--- config.mk ---
export PLATFORM = sky130hd
export DESIGN_NAME = ocd_core
export DESIGN_NICKNAME = d
export VERILOG_FILES = /design/src/common/ocd_pkg.sv /design/src/ocd_ea_unit.sv /design/src/ocd_flag_unit.sv /design/src/ocd_core.sv
export SDC_FILE = /design/constraint.sdc
export NUM_CORES = 1
export LEC_CHECK = 0
export BUFFER_PORTS_ARGS = -buffer_cell sky130_fd_sc_hd__buf_2
export CORE_MARGIN = 2
export CORE_UTILIZATION = 45
export CTS_CLUSTER_SIZE = 20
export DETAILED_ROUTE_END_ITERATION = 8
export SYNTH_ARGS = -nofsm -noshare
export SYNTH_HDL_FRONTEND = slang
export SYNTH_SLANG_ARGS = --single-unit
--- constraint.sdc ---
create_clock -name pclk -period 11 [get_ports pclk]
set_input_delay 1.65 -clock pclk [delete_from_list [all_inputs] [get_ports pclk]]
set_output_delay 1.65 -clock pclk [all_outputs]
set_load 0.02 [all_outputs]
--- src/common/ocd_pkg.sv ---
package ocd_pkg;

  // opcodes
  localparam logic [7:0] OP_TEST   = 8'h00;
  localparam logic [7:0] OP_TAP    = 8'h06;
  localparam logic [7:0] OP_FLG2ACC = 8'h07;
  localparam logic [7:0] OP_BSET   = 8'h14;
  localparam logic [7:0] OP_TAB    = 8'h16;
  localparam logic [7:0] OP_TBA    = 8'h17;
  localparam logic [7:0] OP_PREFIX = 8'h18;
  localparam logic [7:0] OP_BRA    = 8'h20;
  localparam logic [7:0] OP_STK2IDX   = 8'h30;
  localparam logic [7:0] OP_IDX2STK   = 8'h35;
  localparam logic [7:0] OP_IDLE_IRQ  = 8'h3e;
  localparam logic [7:0] OP_SOFT_TRAP = 8'h3f;
  localparam logic [7:0] OP_TSTA   = 8'h4d;
  localparam logic [7:0] OP_TSTB   = 8'h5d;
  localparam logic [7:0] OP_TSTI   = 8'h6d;
  localparam logic [7:0] OP_TSTE   = 8'h7d;
  localparam logic [7:0] OP_LDAI   = 8'h86;
  localparam logic [7:0] OP_XGD    = 8'h8f;
  localparam logic [7:0] OP_LDAD   = 8'h96;
  localparam logic [7:0] OP_LDDI   = 8'hcc;

  // cycle counts per instruction, plus the first and last push cycle of stacking
  localparam logic [3:0] CYC_IMPL  = 4'h2;
  localparam logic [3:0] CYC_XFER  = 4'h3;
  localparam logic [3:0] CYC_TSTM  = 4'h6;
  localparam logic [3:0] CYC_LDAD  = 4'h3;
  localparam logic [3:0] CYC_LDDI  = 4'h3;
  localparam logic [3:0] CYC_BRA   = 4'h3;
  localparam logic [3:0] CYC_BSET  = 4'h6;
  localparam logic [3:0] CYC_PRE   = 4'h1;
  localparam logic [3:0] CYC_STACK = 4'hc;
  localparam logic [3:0] PUSH_FIRST = 4'h2;
  localparam logic [3:0] PUSH_LAST  = 4'ha;

  // flag register bit positions
  localparam int CC_S = 7;
  localparam int CC_X = 6;
  localparam int CC_I = 4;
  localparam int CC_N = 3;
  localparam int CC_Z = 2;
  localparam int CC_V = 1;
  localparam int CC_C = 0;

  localparam logic [7:0]  FLAGS_RST = 8'hd0;
  localparam logic [15:0] SP_RST    = 16'h00ff;
  localparam logic [15:0] START_RST = 16'h0000;

  // apb map
  localparam logic [7:0] R_CTRL   = 8'h00;
  localparam logic [7:0] R_START  = 8'h04;
  localparam logic [7:0] R_STATUS = 8'h08;
  localparam logic [7:0] R_ACCD   = 8'h0c;
  localparam logic [7:0] R_INDEX  = 8'h10;
  localparam logic [7:0] R_SPPC   = 8'h14;
  localparam logic [7:0] R_FLAGS  = 8'h18;
  localparam logic [7:0] R_IDLE   = 8'h1c;
  localparam int CTRL_RUN   = 0;
  localparam int CTRL_TMODE = 1;

  typedef enum logic [5:0] {
    ST_IDLE  = 6'h01,
    ST_EXEC  = 6'h02,
    ST_STACK = 6'h04,
    ST_WAIT  = 6'h08,
    ST_VECT  = 6'h10,
    ST_TEST  = 6'h20
  } ocd_state_t;

  typedef enum logic [3:0] {
    C_NOP, C_TAP, C_F2A, C_TAB, C_TBA, C_TSTA, C_TSTB, C_TSTM,
    C_S2I, C_I2S, C_XGD, C_LDAI, C_LDAM, C_LDDI, C_BRA, C_BSET
  } ocd_cls_t;

  typedef enum logic [2:0] {M_NONE, M_DIR, M_EXT, M_IDX, M_REL} ocd_mode_t;
  typedef enum logic [2:0] {F_KEEP, F_TST, F_LD8, F_LD16, F_TAP, F_SEI} ocd_fop_t;

  typedef struct packed {
    ocd_cls_t  cls;
    ocd_mode_t mode;
    logic [1:0] nopr;
    logic [3:0] total;
  } ocd_dec_t;

  typedef struct packed {
    logic        rd;
    logic        wr;
    logic [15:0] addr;
    logic [7:0]  wdata;
  } ocd_mem_t;

endpackage

--- src/ocd_ea_unit.sv ---
`timescale 1ns/1ps
module ocd_ea_unit
  import ocd_pkg::*;
(
  input  wire ocd_mode_t   mode,
  input  wire logic [7:0]  b1,
  input  wire logic [7:0]  b2,
  input  wire logic [15:0] idx,
  input  wire logic [15:0] pc,
  output logic      [15:0] ea
);
  wire logic [15:0] ea_dir = {8'h00, b1};
  wire logic [15:0] ea_ext = {b1, b2};
  wire logic [15:0] ea_idx = idx + {8'h00, b1};
  wire logic [15:0] ea_rel = pc + {{8{b1[7]}}, b1};

  assign ea = (mode == M_DIR) ? ea_dir :
              (mode == M_EXT) ? ea_ext :
              (mode == M_IDX) ? ea_idx : ea_rel;
endmodule

--- src/ocd_flag_unit.sv ---
`timescale 1ns/1ps
module ocd_flag_unit
  import ocd_pkg::*;
(
  input  wire ocd_fop_t    fop,
  input  wire logic [15:0] val,
  input  wire logic [7:0]  acc,
  input  wire logic [7:0]  ccr_in,
  output logic      [7:0]  ccr_out
);
  wire logic z8  = (val[7:0] == 8'h00);
  wire logic z16 = (val == 16'h0000);

  always_comb begin
    ccr_out = ccr_in;
    case (fop)
      F_TST: begin
        ccr_out[CC_N] = val[7];
        ccr_out[CC_Z] = z8;
        ccr_out[CC_V] = 1'b0;
        ccr_out[CC_C] = 1'b0;
      end
      F_LD8: begin
        ccr_out[CC_N] = val[7];
        ccr_out[CC_Z] = z8;
        ccr_out[CC_V] = 1'b0;
      end
      F_LD16: begin
        ccr_out[CC_N] = val[15];
        ccr_out[CC_Z] = z16;
        ccr_out[CC_V] = 1'b0;
      end
      F_TAP: begin
        ccr_out       = acc;
        ccr_out[CC_X] = acc[CC_X] & ccr_in[CC_X];
      end
      F_SEI: ccr_out[CC_I] = 1'b1;
      default: ;
    endcase
  end
endmodule

--- src/ocd_core.sv ---
`timescale 1ns/1ps
module ocd_core
  import ocd_pkg::*;
#(
  parameter logic [15:0] TRAP_VEC = 16'hfff6, // arbitrary default
  parameter logic [15:0] IRQ_VEC = 16'hfff2   // arbitrary default
)
(
  input  wire logic        pclk,
  input  wire logic        presetn,
  input  wire logic        psel,
  input  wire logic        penable,
  input  wire logic        pwrite,
  input  wire logic [7:0]  paddr,
  input  wire logic [31:0] pwdata,
  output logic      [31:0] prdata,
  output logic             pready,
  output logic             pslverr,
  output ocd_mem_t         mem_req,
  input  wire logic [7:0]  mem_rdata,
  input  wire logic        irq_n
);

  function automatic ocd_dec_t ocd_decode(input logic pre, input logic [7:0] op);
    ocd_dec_t d;
    d = '{cls: C_NOP, mode: M_NONE, nopr: 2'd0, total: CYC_IMPL};
    case (op)
      OP_TAP:  d.cls = C_TAP;
      OP_FLG2ACC: d.cls = C_F2A;
      OP_TAB:  d.cls = C_TAB;
      OP_TBA:  d.cls = C_TBA;
      OP_TSTA: d.cls = C_TSTA;
      OP_TSTB: d.cls = C_TSTB;
      OP_TSTE: d = '{cls: C_TSTM, mode: M_EXT, nopr: 2'd2, total: CYC_TSTM};
      OP_TSTI: d = '{cls: C_TSTM, mode: M_IDX, nopr: 2'd1, total: CYC_TSTM};
      OP_STK2IDX: d = '{cls: C_S2I, mode: M_NONE, nopr: 2'd0, total: CYC_XFER};
      OP_IDX2STK: d = '{cls: C_I2S, mode: M_NONE, nopr: 2'd0, total: CYC_XFER};
      OP_XGD:  d = '{cls: C_XGD, mode: M_NONE, nopr: 2'd0, total: CYC_XFER};
      OP_LDAI: d = '{cls: C_LDAI, mode: M_NONE, nopr: 2'd1, total: CYC_IMPL};
      OP_LDAD: d = '{cls: C_LDAM, mode: M_DIR, nopr: 2'd1, total: CYC_LDAD};
      OP_LDDI: d = '{cls: C_LDDI, mode: M_NONE, nopr: 2'd2, total: CYC_LDDI};
      OP_BRA:  d = '{cls: C_BRA, mode: M_REL, nopr: 2'd1, total: CYC_BRA};
      OP_BSET: d = '{cls: C_BSET, mode: M_DIR, nopr: 2'd2, total: CYC_BSET};
      default: ;
    endcase
    if (pre) begin
      d.total = d.total + CYC_PRE;
    end
    return d;
  endfunction

  ocd_state_t  st_q, st_d;
  logic [3:0]  cnt_q;
  logic        have_q, pre_q, mrd_q, vsel_q, vswi_q;
  logic [1:0]  nf_q;
  logic [7:0]  op_q, opr0_q, opr1_q, md_q, vhi_q;
  logic [15:0] idle_q, tcnt_q;
  logic [7:0]  a_q, b_q, a_d, b_d, ccr_q, ccr_d;
  logic [15:0] x_q, y_q, sp_q, pc_q, x_d, y_d, sp_d, pc_d;
  logic        run_q, tmode_q, perr_q;
  logic [15:0] start_q;
  logic [31:0] prdata_q;
  logic [2:0]  sync_q;
  logic        irq_q;
  ocd_dec_t    dec;
  ocd_fop_t    fop;
  logic [15:0] ea, fval;

  assign dec = ocd_decode(pre_q, op_q);

  wire logic is_idle  = (st_q == ST_IDLE);
  wire logic is_exec  = (st_q == ST_EXEC);
  wire logic is_stack = (st_q == ST_STACK);
  wire logic is_wait  = (st_q == ST_WAIT);
  wire logic is_vect  = (st_q == ST_VECT);
  wire logic is_test  = (st_q == ST_TEST);

  wire logic [15:0] idx = pre_q ? y_q : x_q;
  wire logic opfetch  = is_exec & ~have_q;
  wire logic op_pre   = opfetch & ~pre_q & (mem_rdata == OP_PREFIX);
  wire logic op_trap  = opfetch & ~pre_q &
                        (mem_rdata == OP_SOFT_TRAP || mem_rdata == OP_IDLE_IRQ);
  // without test mode the test opcode falls through decode as a no-op
  wire logic op_test  = opfetch & ~pre_q & (mem_rdata == OP_TEST) & tmode_q;
  wire logic need_opr = is_exec & have_q & (nf_q < dec.nopr);
  wire logic rd_mode  = (dec.mode == M_DIR) | (dec.mode == M_EXT) | (dec.mode == M_IDX);
  wire logic need_mem = is_exec & have_q & ~need_opr & rd_mode & ~mrd_q;
  wire logic commit   = is_exec & have_q & ((cnt_q + 4'h1) == dec.total);
  wire logic fetch    = opfetch | need_opr;
  wire logic bset_wr  = commit & (dec.cls == C_BSET);
  wire logic pushing  = is_stack & (cnt_q >= PUSH_FIRST) & (cnt_q <= PUSH_LAST);
  wire logic irq_take = is_wait & irq_q & ~ccr_q[CC_I];

  // operand bytes are forwarded straight from the bus in the cycle they arrive
  wire logic [7:0] b1 = (need_opr && nf_q == 2'd0) ? mem_rdata : opr0_q;
  wire logic [7:0] b2 = (need_opr && nf_q == 2'd1) ? mem_rdata : opr1_q;
  wire logic [7:0] md = need_mem ? mem_rdata : md_q;

  wire logic [3:0]  push_idx = cnt_q - PUSH_FIRST;
  wire logic [71:0] stk      = {ccr_q, b_q, a_q, x_q, y_q, pc_q};
  wire logic [7:0]  push_b   = stk[{push_idx, 3'b000} +: 8];
  wire logic [15:0] vaddr    = (vswi_q ? TRAP_VEC : IRQ_VEC) + {15'h0000, vsel_q};

  ocd_ea_unit u_ea (
    .mode (dec.mode),
    .b1   (b1),
    .b2   (b2),
    .idx  (idx),
    .pc   (pc_q),
    .ea   (ea)
  );

  assign mem_req.rd    = fetch | need_mem | is_vect | is_test;
  assign mem_req.wr    = bset_wr | pushing;
  assign mem_req.addr  = fetch ? pc_q :
                         (need_mem | bset_wr) ? ea :
                         pushing ? sp_q :
                         is_vect ? vaddr : tcnt_q;
  assign mem_req.wdata = pushing ? push_b : (md_q | opr1_q);

  always_comb begin
    st_d = st_q;
    case (st_q)
      ST_IDLE:  if (run_q) st_d = ST_EXEC;
      ST_EXEC: begin
        if (op_trap) begin
          st_d = ST_STACK;
        end else if (op_test) begin
          st_d = ST_TEST;
        end else if (commit && !run_q) begin
          st_d = ST_IDLE;
        end
      end
      ST_STACK: if (cnt_q == CYC_STACK - 4'h1) st_d = vswi_q ? ST_VECT : ST_WAIT;
      ST_WAIT:  if (irq_take) st_d = ST_VECT;
      ST_VECT:  if (vsel_q) st_d = ST_EXEC;
      ST_TEST:  st_d = ST_TEST;
      default:  st_d = ST_IDLE;
    endcase
  end

  always_ff @(posedge pclk or negedge presetn) begin
    if (!presetn) begin
      st_q  <= ST_IDLE;
      cnt_q <= 4'h0;
    end else begin
      st_q  <= st_d;
      cnt_q <= (commit || !(is_exec || is_stack)) ? 4'h0 : cnt_q + 4'h1;
    end
  end

  always_ff @(posedge pclk or negedge presetn) begin
    if (!presetn) begin
      have_q <= 1'b0;
      pre_q  <= 1'b0;
      op_q   <= 8'h00;
      nf_q   <= 2'd0;
      opr0_q <= 8'h00;
      opr1_q <= 8'h00;
      md_q   <= 8'h00;
      mrd_q  <= 1'b0;
    end else begin
      if (opfetch && !op_pre) op_q <= mem_rdata;
      if (op_pre) pre_q <= 1'b1;
      if (opfetch && !op_pre && !op_trap && !op_test) have_q <= 1'b1;
      if (need_opr && nf_q == 2'd0) opr0_q <= mem_rdata;
      if (need_opr && nf_q == 2'd1) opr1_q <= mem_rdata;
      if (need_opr) nf_q <= nf_q + 2'd1;
      if (need_mem) begin
        md_q  <= mem_rdata;
        mrd_q <= 1'b1;
      end
      if (commit || op_trap) begin
        have_q <= 1'b0;
        pre_q  <= 1'b0;
        nf_q   <= 2'd0;
        mrd_q  <= 1'b0;
      end
    end
  end

  always_ff @(posedge pclk or negedge presetn) begin
    if (!presetn) begin
      vsel_q <= 1'b0;
      vswi_q <= 1'b0;
      vhi_q  <= 8'h00;
      idle_q <= 16'h0000;
      tcnt_q <= 16'h0000;
    end else begin
      if (op_trap) vswi_q <= (mem_rdata == OP_SOFT_TRAP);
      if (is_vect) vsel_q <= ~vsel_q;
      if (is_vect && !vsel_q) vhi_q <= mem_rdata;
      if (op_trap) idle_q <= 16'h0000;
      else if (is_wait) idle_q <= idle_q + 16'h0001;
      if (op_test) tcnt_q <= pc_q + 16'h0001;
      else if (is_test) tcnt_q <= tcnt_q + 16'h0001;
    end
  end

  assign fval = (dec.cls == C_TSTA || dec.cls == C_TAB) ? {8'h00, a_q} :
                (dec.cls == C_TSTB || dec.cls == C_TBA) ? {8'h00, b_q} :
                (dec.cls == C_TSTM || dec.cls == C_LDAM) ? {8'h00, md} :
                (dec.cls == C_LDAI) ? {8'h00, b1} : {b1, b2};
  // stack/index transfers, exchange and flag copy map to F_KEEP; TAB and TBA update the flags via F_LD8
  assign fop = (is_vect && vsel_q) ? F_SEI :
               !commit ? F_KEEP :
               (dec.cls == C_TSTA || dec.cls == C_TSTB || dec.cls == C_TSTM) ? F_TST :
               (dec.cls == C_TAB || dec.cls == C_TBA) ? F_LD8 :
               (dec.cls == C_LDAI || dec.cls == C_LDAM) ? F_LD8 :
               (dec.cls == C_LDDI) ? F_LD16 :
               (dec.cls == C_TAP) ? F_TAP : F_KEEP;

  ocd_flag_unit u_flag (
    .fop     (fop),
    .val     (fval),
    .acc     (a_q),
    .ccr_in  (ccr_q),
    .ccr_out (ccr_d)
  );

  always_comb begin
    a_d  = a_q;
    b_d  = b_q;
    x_d  = x_q;
    y_d  = y_q;
    sp_d = sp_q;
    pc_d = pc_q;
    if (is_idle && run_q) pc_d = start_q;
    if (fetch) pc_d = pc_q + 16'h0001;
    if (pushing) sp_d = sp_q - 16'h0001;
    if (is_vect && vsel_q) pc_d = {vhi_q, mem_rdata};
    if (commit) begin
      case (dec.cls)
        C_TAB:  b_d = a_q;
        C_TBA:  a_d = b_q;
        C_F2A:  a_d = ccr_q;
        C_S2I:  if (pre_q) y_d = sp_q + 16'h0001; else x_d = sp_q + 16'h0001;
        C_I2S:  sp_d = idx - 16'h0001;
        C_XGD: begin
          {a_d, b_d} = idx;
          if (pre_q) y_d = {a_q, b_q}; else x_d = {a_q, b_q};
        end
        C_LDAI: a_d = b1;
        C_LDAM: a_d = md;
        C_LDDI: {a_d, b_d} = {b1, b2};
        C_BRA:  pc_d = ea;
        default: ;
      endcase
    end
  end

  always_ff @(posedge pclk or negedge presetn) begin
    if (!presetn) begin
      a_q   <= 8'h00;
      b_q   <= 8'h00;
      x_q   <= 16'h0000;
      y_q   <= 16'h0000;
      sp_q  <= SP_RST;
      pc_q  <= 16'h0000;
      ccr_q <= FLAGS_RST;
    end else begin
      a_q   <= a_d;
      b_q   <= b_d;
      x_q   <= x_d;
      y_q   <= y_d;
      sp_q  <= sp_d;
      pc_q  <= pc_d;
      ccr_q <= ccr_d;
    end
  end

  // a level counts only once the last two stages agree
  always_ff @(posedge pclk or negedge presetn) begin
    if (!presetn) begin
      sync_q <= 3'b111;
      irq_q  <= 1'b0;
    end else begin
      sync_q <= {sync_q[1:0], irq_n};
      if (sync_q[1] == sync_q[2]) irq_q <= ~sync_q[2];
    end
  end

  wire logic apb_setup = psel & ~penable;
  wire logic apb_wr    = psel & penable & pwrite;
  wire logic mapped    = (paddr == R_CTRL) | (paddr == R_START) | (paddr == R_STATUS) |
                         (paddr == R_ACCD) | (paddr == R_INDEX) | (paddr == R_SPPC) |
                         (paddr == R_FLAGS) | (paddr == R_IDLE);
  wire logic [31:0] rd_word =
    (paddr == R_CTRL)   ? {30'h0, tmode_q, run_q} :
    (paddr == R_START)  ? {16'h0000, start_q} :
    (paddr == R_STATUS) ? {26'h0, st_q} :
    (paddr == R_ACCD)   ? {16'h0000, a_q, b_q} :
    (paddr == R_INDEX)  ? {y_q, x_q} :
    (paddr == R_SPPC)   ? {pc_q, sp_q} :
    (paddr == R_FLAGS)  ? {24'h0, ccr_q} :
    (paddr == R_IDLE)   ? {16'h0000, idle_q} : 32'h0;

  always_ff @(posedge pclk or negedge presetn) begin
    if (!presetn) begin
      run_q    <= 1'b0;
      tmode_q  <= 1'b0;
      start_q  <= START_RST;
      prdata_q <= 32'h0;
      perr_q   <= 1'b0;
    end else begin
      if (apb_setup) begin
        prdata_q <= rd_word;
        perr_q   <= ~mapped;
      end
      if (apb_wr && paddr == R_CTRL) begin
        run_q   <= pwdata[CTRL_RUN];
        tmode_q <= pwdata[CTRL_TMODE];
      end
      if (apb_wr && paddr == R_START) start_q <= pwdata[15:0];
    end
  end

  assign prdata  = prdata_q;
  assign pready  = 1'b1;
  assign pslverr = perr_q & psel & penable;

  wire logic [15:0] rel_ext = {{8{opr0_q[7]}}, opr0_q};
endmodule

==> results.tsv, run 1 <==
stage	metric	value	unit
run_status	status	completed	
yosys	synth_xor_area_frac	0.0618	
power	p_int	0.00206	W
yosys	synth-adder-area-share	0.0300	
cts	cts-buffers-inserted	28	
power	pwr-share-comb	0.414	
floorplanning	initial_core_util	0.458	
yosys	avgSynthCellArea	8.77	sq um
cts	tritoncts	yes	
global_routing	grt_pass1_wl	95.4	mm
yosys	synth_seq_cells	232	
setup_path	critPathCaptureType	output port	
layout	syn2layout_area_growth	11.0	%
yosys	ys_types	82	
power	p_per_area	200	mW/mm^2
placed_design	dp_hpwl	48.2	mm
route	routed_wl	65.0	mm
yosys	async_flop_share	1.00	
sta	rsz0062_at_grt	no	
setup_path	r2r_start	op_q[0]$_DFFE_PN0P_	
power	ir_drop	0.141	mV
floorplanning	die_h	194	um
sta	fin_crit	8.96	ns
route	dr.pass1.iters	5	
power	p_leak	7.83	nW
yosys	synth_commonest_cells	dfrtp_1, nand2_1, nor2_1, o21ai_0, mux2_2	
cts	post_cts_buffers	0	
route	drtIter0Drc	1957	
cts	cts.sinks	232	
yosys	synth_top_area_cell	dfrtp_1	
cts	clk_latency	0.59	ns
power	finalPower	0.00361	W
global_routing	grt_antenna_before_repair	1	
route	drc_errors	0	
floorplanning	rows	69	
floorplanning	ios	114	
setup_path	critPathKind	reg2out	
layout	drive_gt1_frac	0.183	
placed_design	gp_congestion	0.963	
setup_path	crit_path_start	op_q[0]$_DFFE_PN0P_	
cts	htreeDepth	1	
setup_path	critical_path.max_fanout	17	
sta	post-route-period-util	0.814	
floorplanning	dieArea	0.0377	sq mm
sta	hold_viol	0	
yosys	synth.most_common_cell	dfrtp_1	
yosys	netlist_top_cells_area	dfrtp_1, mux2_2, nand2_1	
power	power.share.clock	0.266	
hold_path	hold_start	sync_q[0]$_DFF_PN1_	
hold_path	worstHoldPathType	reg2reg	
floorplanning	coreArea	0.0356	sq mm
setup_path	worstPathArrival	7.31	ns
sta	setup_viol	0	
setup_path	crit_path_start_kind	flop	
power	switching_power	0.00155	W
layout	num-nets-final	1983	
yosys	synth_top_family_by_area	simple AND/OR/NAND/NOR gates	
power	p_seq_frac	0.320	
route	routedWlPerCell	27.3	um
global_routing	grt_start_max_net_pins	89	
yosys	synth-compound-area-share	0.182	
route	dr_total_vias	15500	
yosys	muxShareOfSynthArea	0.140	
yosys	ys_seq_area_frac	0.358	
global_routing	gr-total-overflow	0	
sta	tightestPinTransition	1.26	ns
setup_path	worst_ep_required_time	9.35	ns
yosys	synth_edf_count	0	
cts	clockBufferDepth	3	
yosys	synthSimpleGateAreaFrac	0.185	
cts	post_cts_resized	0	
yosys	synth_top_flop_cell	dfrtp_1	
sta	fin_tns_setup	0	ns
global_routing	grt_pass1_vias	14400	
route	antenna_left	0	
cts	cts_hold_buffers	0	
power	sw_frac_of_total	0.429	
sta	fmax	0.112	GHz
floorplanning	die_w	194	um
yosys	yosys_warnings	0	
sta	maxSlewViolCount	0	
sta	slew_headroom	0.161	
yosys	syn_nets	1948	
layout	antenna_cells	0	
route	viasPerCell	6.51	
flow_run	maxCapViolCount	0	
global_routing	grt.total_usage	0.337	
cts	root_buffer	clkbuf_16	
cts	cts.clk_slew.worst_paths	0.06	ns
yosys	syn_inst	1858	
yosys	syn-cell-area	0.0163	sq mm
sta	finClkSkew	0.0178	ns
yosys	netlist.area_leader.share	0.333	
placed_design	portBuffers	96	
[worst max-delay path, cell delays in order (launching register included)]
cell and delay (ns):
dfrtp_1 0.55, and4_1 0.34, nand2_1 0.23, nor2_1 0.15
buf_4 0.26, and2_1 0.38, nor3_1 0.11, ha_1 0.41
a21o_1 0.24, o31ai_1 0.21, o21ai_0 0.15, nor2_1 0.49
inv_1 0.09, ha_1 0.22, inv_1 0.08, fa_1 0.28
and3b_1 0.22, o21bai_1 0.13, a21boi_0 0.12, o21a_1 0.20
a2111oi_0 0.66, o21bai_1 0.18, xnor2_1 0.18, o22ai_1 0.10
a22oi_1 0.37, o21ai_0 0.19, buf_2 0.19
[state kept, by name, summed over array words and instances, names as in the netlist, 2 cells and up]
register / count
opr0_q: 8
x_q: 16
st_q: 6
a_q: 8
nf_q: 2
opr1_q: 8
sp_q: 16
vhi_q: 8
start_q: 16
b_q: 8
sync_q: 3
op_q: 8
pc_q: 16
ccr_q: 8
tcnt_q: 16
idle_q: 16
prdata: 32
cnt_q: 4
md_q: 8
y_q: 16
[final cells by class]
type | count | area, sq um
repair buffers | 129 | 738
clock buffers | 38 | 828
clock inverters | 14 | 129
fillers | 3392 | 17500
well taps | 461 | 577
flip-flops and latches | 232 | 5820
multi-input cells | 1444 | 9770
inverters | 58 | 218
[power groups by stage]
stage / logic (W) / clock network (W) / registers [W]
after floorplan: 0.00109 / 0 / 0.00101
after global placement: 0.00143 / 0 / 0.00115
after detailed placement: 0.00144 / 0 / 0.00116
after CTS: 0.00145 / 0.000967 / 0.00114
after global routing: 0.00161 / 0.00101 / 0.00116
final: 0.00150 / 0.000960 / 0.00116
[cell usage in the layout, fill, tap and decap left out, types with 9 or more instances in the layout]
cell / count
dfstp_2: 15
clkinv_2: 9
or4_1: 11
mux4_2: 22
nor2_1: 184
xnor2_1: 78
o31ai_1: 27
buf_4: 33
o211ai_1: 15
and3_1: 22
nor3_1: 38
and2_1: 13
inv_1: 56
buf_2: 95
or2_2: 9
dfrtp_1: 217
o22ai_1: 12
ha_1: 35
mux2_2: 110
xor2_1: 37
o221ai_1: 10
a211oi_1: 23
nand3_1: 51
a21oi_1: 97
nor4_1: 22
clkbuf_8: 9
nor2b_1: 10
nand2b_1: 11
a22oi_1: 19
nand4_1: 18
nand2_1: 207
o21a_1: 9
clkbuf_16: 28
or3_1: 16
o21ai_0: 144
a31oi_1: 9
mux2i_1: 52
a221oi_1: 23
[final timing paths]
path	cells after the start	slack [ns]	end
max	26	2.04	mem_req[18]
min	0	0.36	sync_q[1]$_DFF_PN1_
max reg2reg	25	4.03	pc_q[14]$_DFF_PN0_
min reg2reg	0	0.36	sync_q[1]$_DFF_PN1_
max in group asynchronous	3	7.66	a_q[6]$_DFFE_PN0P_
min in group asynchronous	1	1.04	tcnt_q[14]$_DFFE_PN0P_
[logic make-up (layout without fill, tap and decap cells)]
| family | Yosys count | in the layout |
|---|---|---|
| and+or+nand+nor | 643 | 643 |
| AOI/OAI and AO/OA | 460 | 460 |
| DFF | 232 | 232 |
| muxes | 186 | 186 |
| buffers and inverters | 182 | 239 |
| xor gates and xnor gates | 115 | 115 |
| adders and majority gates | 39 | 39 |
| other | 1 | 1 |
[metrics by stage]
stage / hold slack [ns] / area (sq um) / instances / util / setup slack [ns]
6_report: 0.361 / 18100 / 2376 / 0.509 / 2.04
5_1_grt: 0.364 / 18100 / 2376 / 0.509 / 1.69
4_1_cts: 0.362 / 18100 / 2376 / 0.509 / 2.24
3_5_place_dp: 0.350 / 17100 / 2324 / 0.482 / 2.90
3_3_place_gp: 0.353 / 17100 / 2324 / 0.482 / 2.99
2_1_floorplan: 0.345 / 16300 / 1858 / - / 3.74
[routing by layer]
layer / vias to the layer above / GRT usage / part of all wire
met2: 945 / 0.486 / 0.42
li1: 6843 / - / -
met4: 0 / 0.160 / 0.058
met3: 176 / 0.0772 / 0.11
met1: 7514 / 0.477 / 0.41
met5: - / 0 / 0
(Power assumes the default switching activity.)
==> run 2: changes to the inputs <==
- clock period: 11 -> 8 ns (I/O delays scaled with it)
==> results.tsv, run 2 (synthesis results as in run 1) <==
stage	metric	value	unit
floorplanning	coreArea	0.0356	sq mm
global_routing	grt_antenna_before_repair	0	
global_routing	grt_pass1_wl	94.6	mm
cts	tritoncts	yes	
power	p_seq_frac	0.321	
power	power.share.clock	0.256	
setup_path	critPathKind	reg2out	
layout	layout_commonest_cell	dfrtp_1	
placed_design	gp_congestion	0.975	
cts	post_cts_resized	0	
layout	layout_common_cells	dfrtp_1, nand2_1, nor2_1, o21ai_0, mux2_2	
cts	cts.clk_slew.worst_paths	0.06	ns
run_status	status	completed	
cts	post_cts_buffers	0	
setup_path	worstPathArrival	6.37	ns
placed_design	portBuffers	96	
setup_path	worst_ep_required_time	6.80	ns
setup_path	critPathCaptureType	output port	
setup_path	critical_path.max_fanout	10	
flow_run	maxCapViolCount	0	
power	p_leak	7.80	nW
route	antenna_left	0	
floorplanning	initial_core_util	0.458	
layout	syn2layout_area_growth	11.1	%
layout	fillCellCount	3393	
sta	hold_viol	0	
route	dr_total_vias	15300	
sta	post-route-period-util	0.946	
cts	htreeDepth	1	
sta	tightestPinTransition	1.17	ns
floorplanning	ios	114	
floorplanning	die_h	194	um
power	sw_frac_of_total	0.430	
hold_path	worstHoldPathType	reg2reg	
sta	finClkSkew	0.0127	ns
global_routing	grt_pass1_vias	14400	
cts	cts-buffers-inserted	28	
global_routing	grt_start_max_net_pins	108	
setup_path	crit_path_start_kind	flop	
sta	maxSlewViolCount	0	
route	dr.pass1.iters	6	
layout	drive_gt1_frac	0.182	
power	ir_drop	0.176	mV
floorplanning	die_w	194	um
cts	cts_hold_buffers	0	
floorplanning	dieArea	0.0377	sq mm
power	switching_power	0.00213	W
layout	largest_reg_flops	32	
sta	fin_crit	7.57	ns
layout	antenna_cells	0	
power	pwr-share-comb	0.424	
cts	cts.sinks	232	
global_routing	gr-total-overflow	0	
sta	fin_tns_setup	0	ns
placed_design	dp.cells	2328	
layout	fin_cells	2380	
cts	root_buffer	clkbuf_16	
sta	setup_viol	0	
route	viasPerCell	6.42	
cts	clk_latency	0.58	ns
power	p_per_area	273	mW/mm^2
power	p_int	0.00282	W
cts	clockBufferDepth	3	
floorplanning	rows	69	
layout	num-nets-final	1987	
route	routed_wl	64.7	mm
sta	slew_headroom	0.213	
route	routedWlPerCell	27.2	um
sta	fmax	0.132	GHz
route	drc_errors	0	
global_routing	grt.total_usage	0.334	
route	drtIter0Drc	2051	
placed_design	dp_hpwl	48.0	mm
[run 2: layer usage]
layer / share of wire / GRT usage
met5: 0 / 0
met4: 0.059 / 0.175
met3: 0.099 / 0.0668
met2: 0.41 / 0.475
met1: 0.43 / 0.478
[run 2: cell type report]
| class | instances | area (sq um) | area share |
|---|---|---|---|
| clock buffer | 44 | 801 | 0.0443 |
| tap | 461 | 577 | 0.0319 |
| timing repair buffer | 133 | 768 | 0.0425 |
| sequential | 232 | 5830 | 0.322 |
| clock inverter | 8 | 105 | 0.00581 |
| inverter | 58 | 218 | 0.0120 |
| multi-input combinational | 1444 | 9800 | 0.542 |
[run 2: worst max-delay path: stages (launching register included)]
cell and delay (ns):
dfrtp_1 0.52, and4_1 0.34, nand2_1 0.19, nor2_1 0.18, and2_2 0.28, nor3_1 0.09, ha_1 0.39, a21o_1 0.25
o31ai_1 0.22, o21ai_0 0.15, nor2_1 0.12, buf_4 0.17, inv_1 0.05, ha_1 0.21, inv_1 0.08, fa_1 0.27
and3b_1 0.22, o21bai_1 0.13, a21boi_0 0.10, o21a_1 0.20, a2111oi_1 0.50, o21bai_1 0.16, xnor2_1 0.18, o22ai_1 0.10
a22oi_1 0.34, o21ai_0 0.16, buf_2 0.18
[run 2: power groups by stage]
stage / combinational [W] / clock (W) / sequential [W]
finish: 0.00210 / 0.00127 / 0.00159
global route: 0.00226 / 0.00132 / 0.00159
CTS: 0.00203 / 0.00128 / 0.00156
detailed placement: 0.00202 / 0 / 0.00158
global placement: 0.00199 / 0 / 0.00158
floorplan: 0.00150 / 0 / 0.00139
[run 2: final timing paths]
| kind | depth (start not counted) | start | end | slack, ns |
|---|---|---|---|---|
| max reg2reg | 25 | op_q[6]$_DFFE_PN0P_ | pc_q[14]$_DFF_PN0_ | 2.01 |
| max in group asynchronous | 2 | presetn | idle_q[10]$_DFFE_PN0P_ | 5.88 |
| min in group asynchronous | 1 | presetn | tcnt_q[6]$_DFFE_PN0P_ | 0.64 |
| min | 0 | sync_q[0]$_DFF_PN1_ | sync_q[1]$_DFF_PN1_ | 0.36 |
| max | 26 | op_q[6]$_DFFE_PN0P_ | mem_req[18] | 0.43 |
| min reg2reg | 0 | sync_q[0]$_DFF_PN1_ | sync_q[1]$_DFF_PN1_ | 0.36 |
[run 2: metrics by stage]
| step | cell area, sq um | total power [W] | hold WS (ns) | worst slack [ns] | utilization |
|---|---|---|---|---|---|
| 2_1_floorplan | 16300 | 0.00289 | 0.345 | 1.19 | - |
| 3_3_place_gp | 17200 | 0.00357 | 0.352 | 0.865 | 0.482 |
| 3_5_place_dp | 17200 | 0.00360 | 0.348 | 0.778 | 0.482 |
| 4_1_cts | 18100 | 0.00487 | 0.363 | 0.134 | 0.508 |
| 5_1_grt | 18100 | 0.00517 | 0.364 | -0.0398 | 0.509 |
| 6_report | 18100 | 0.00495 | 0.360 | 0.432 | 0.509 |
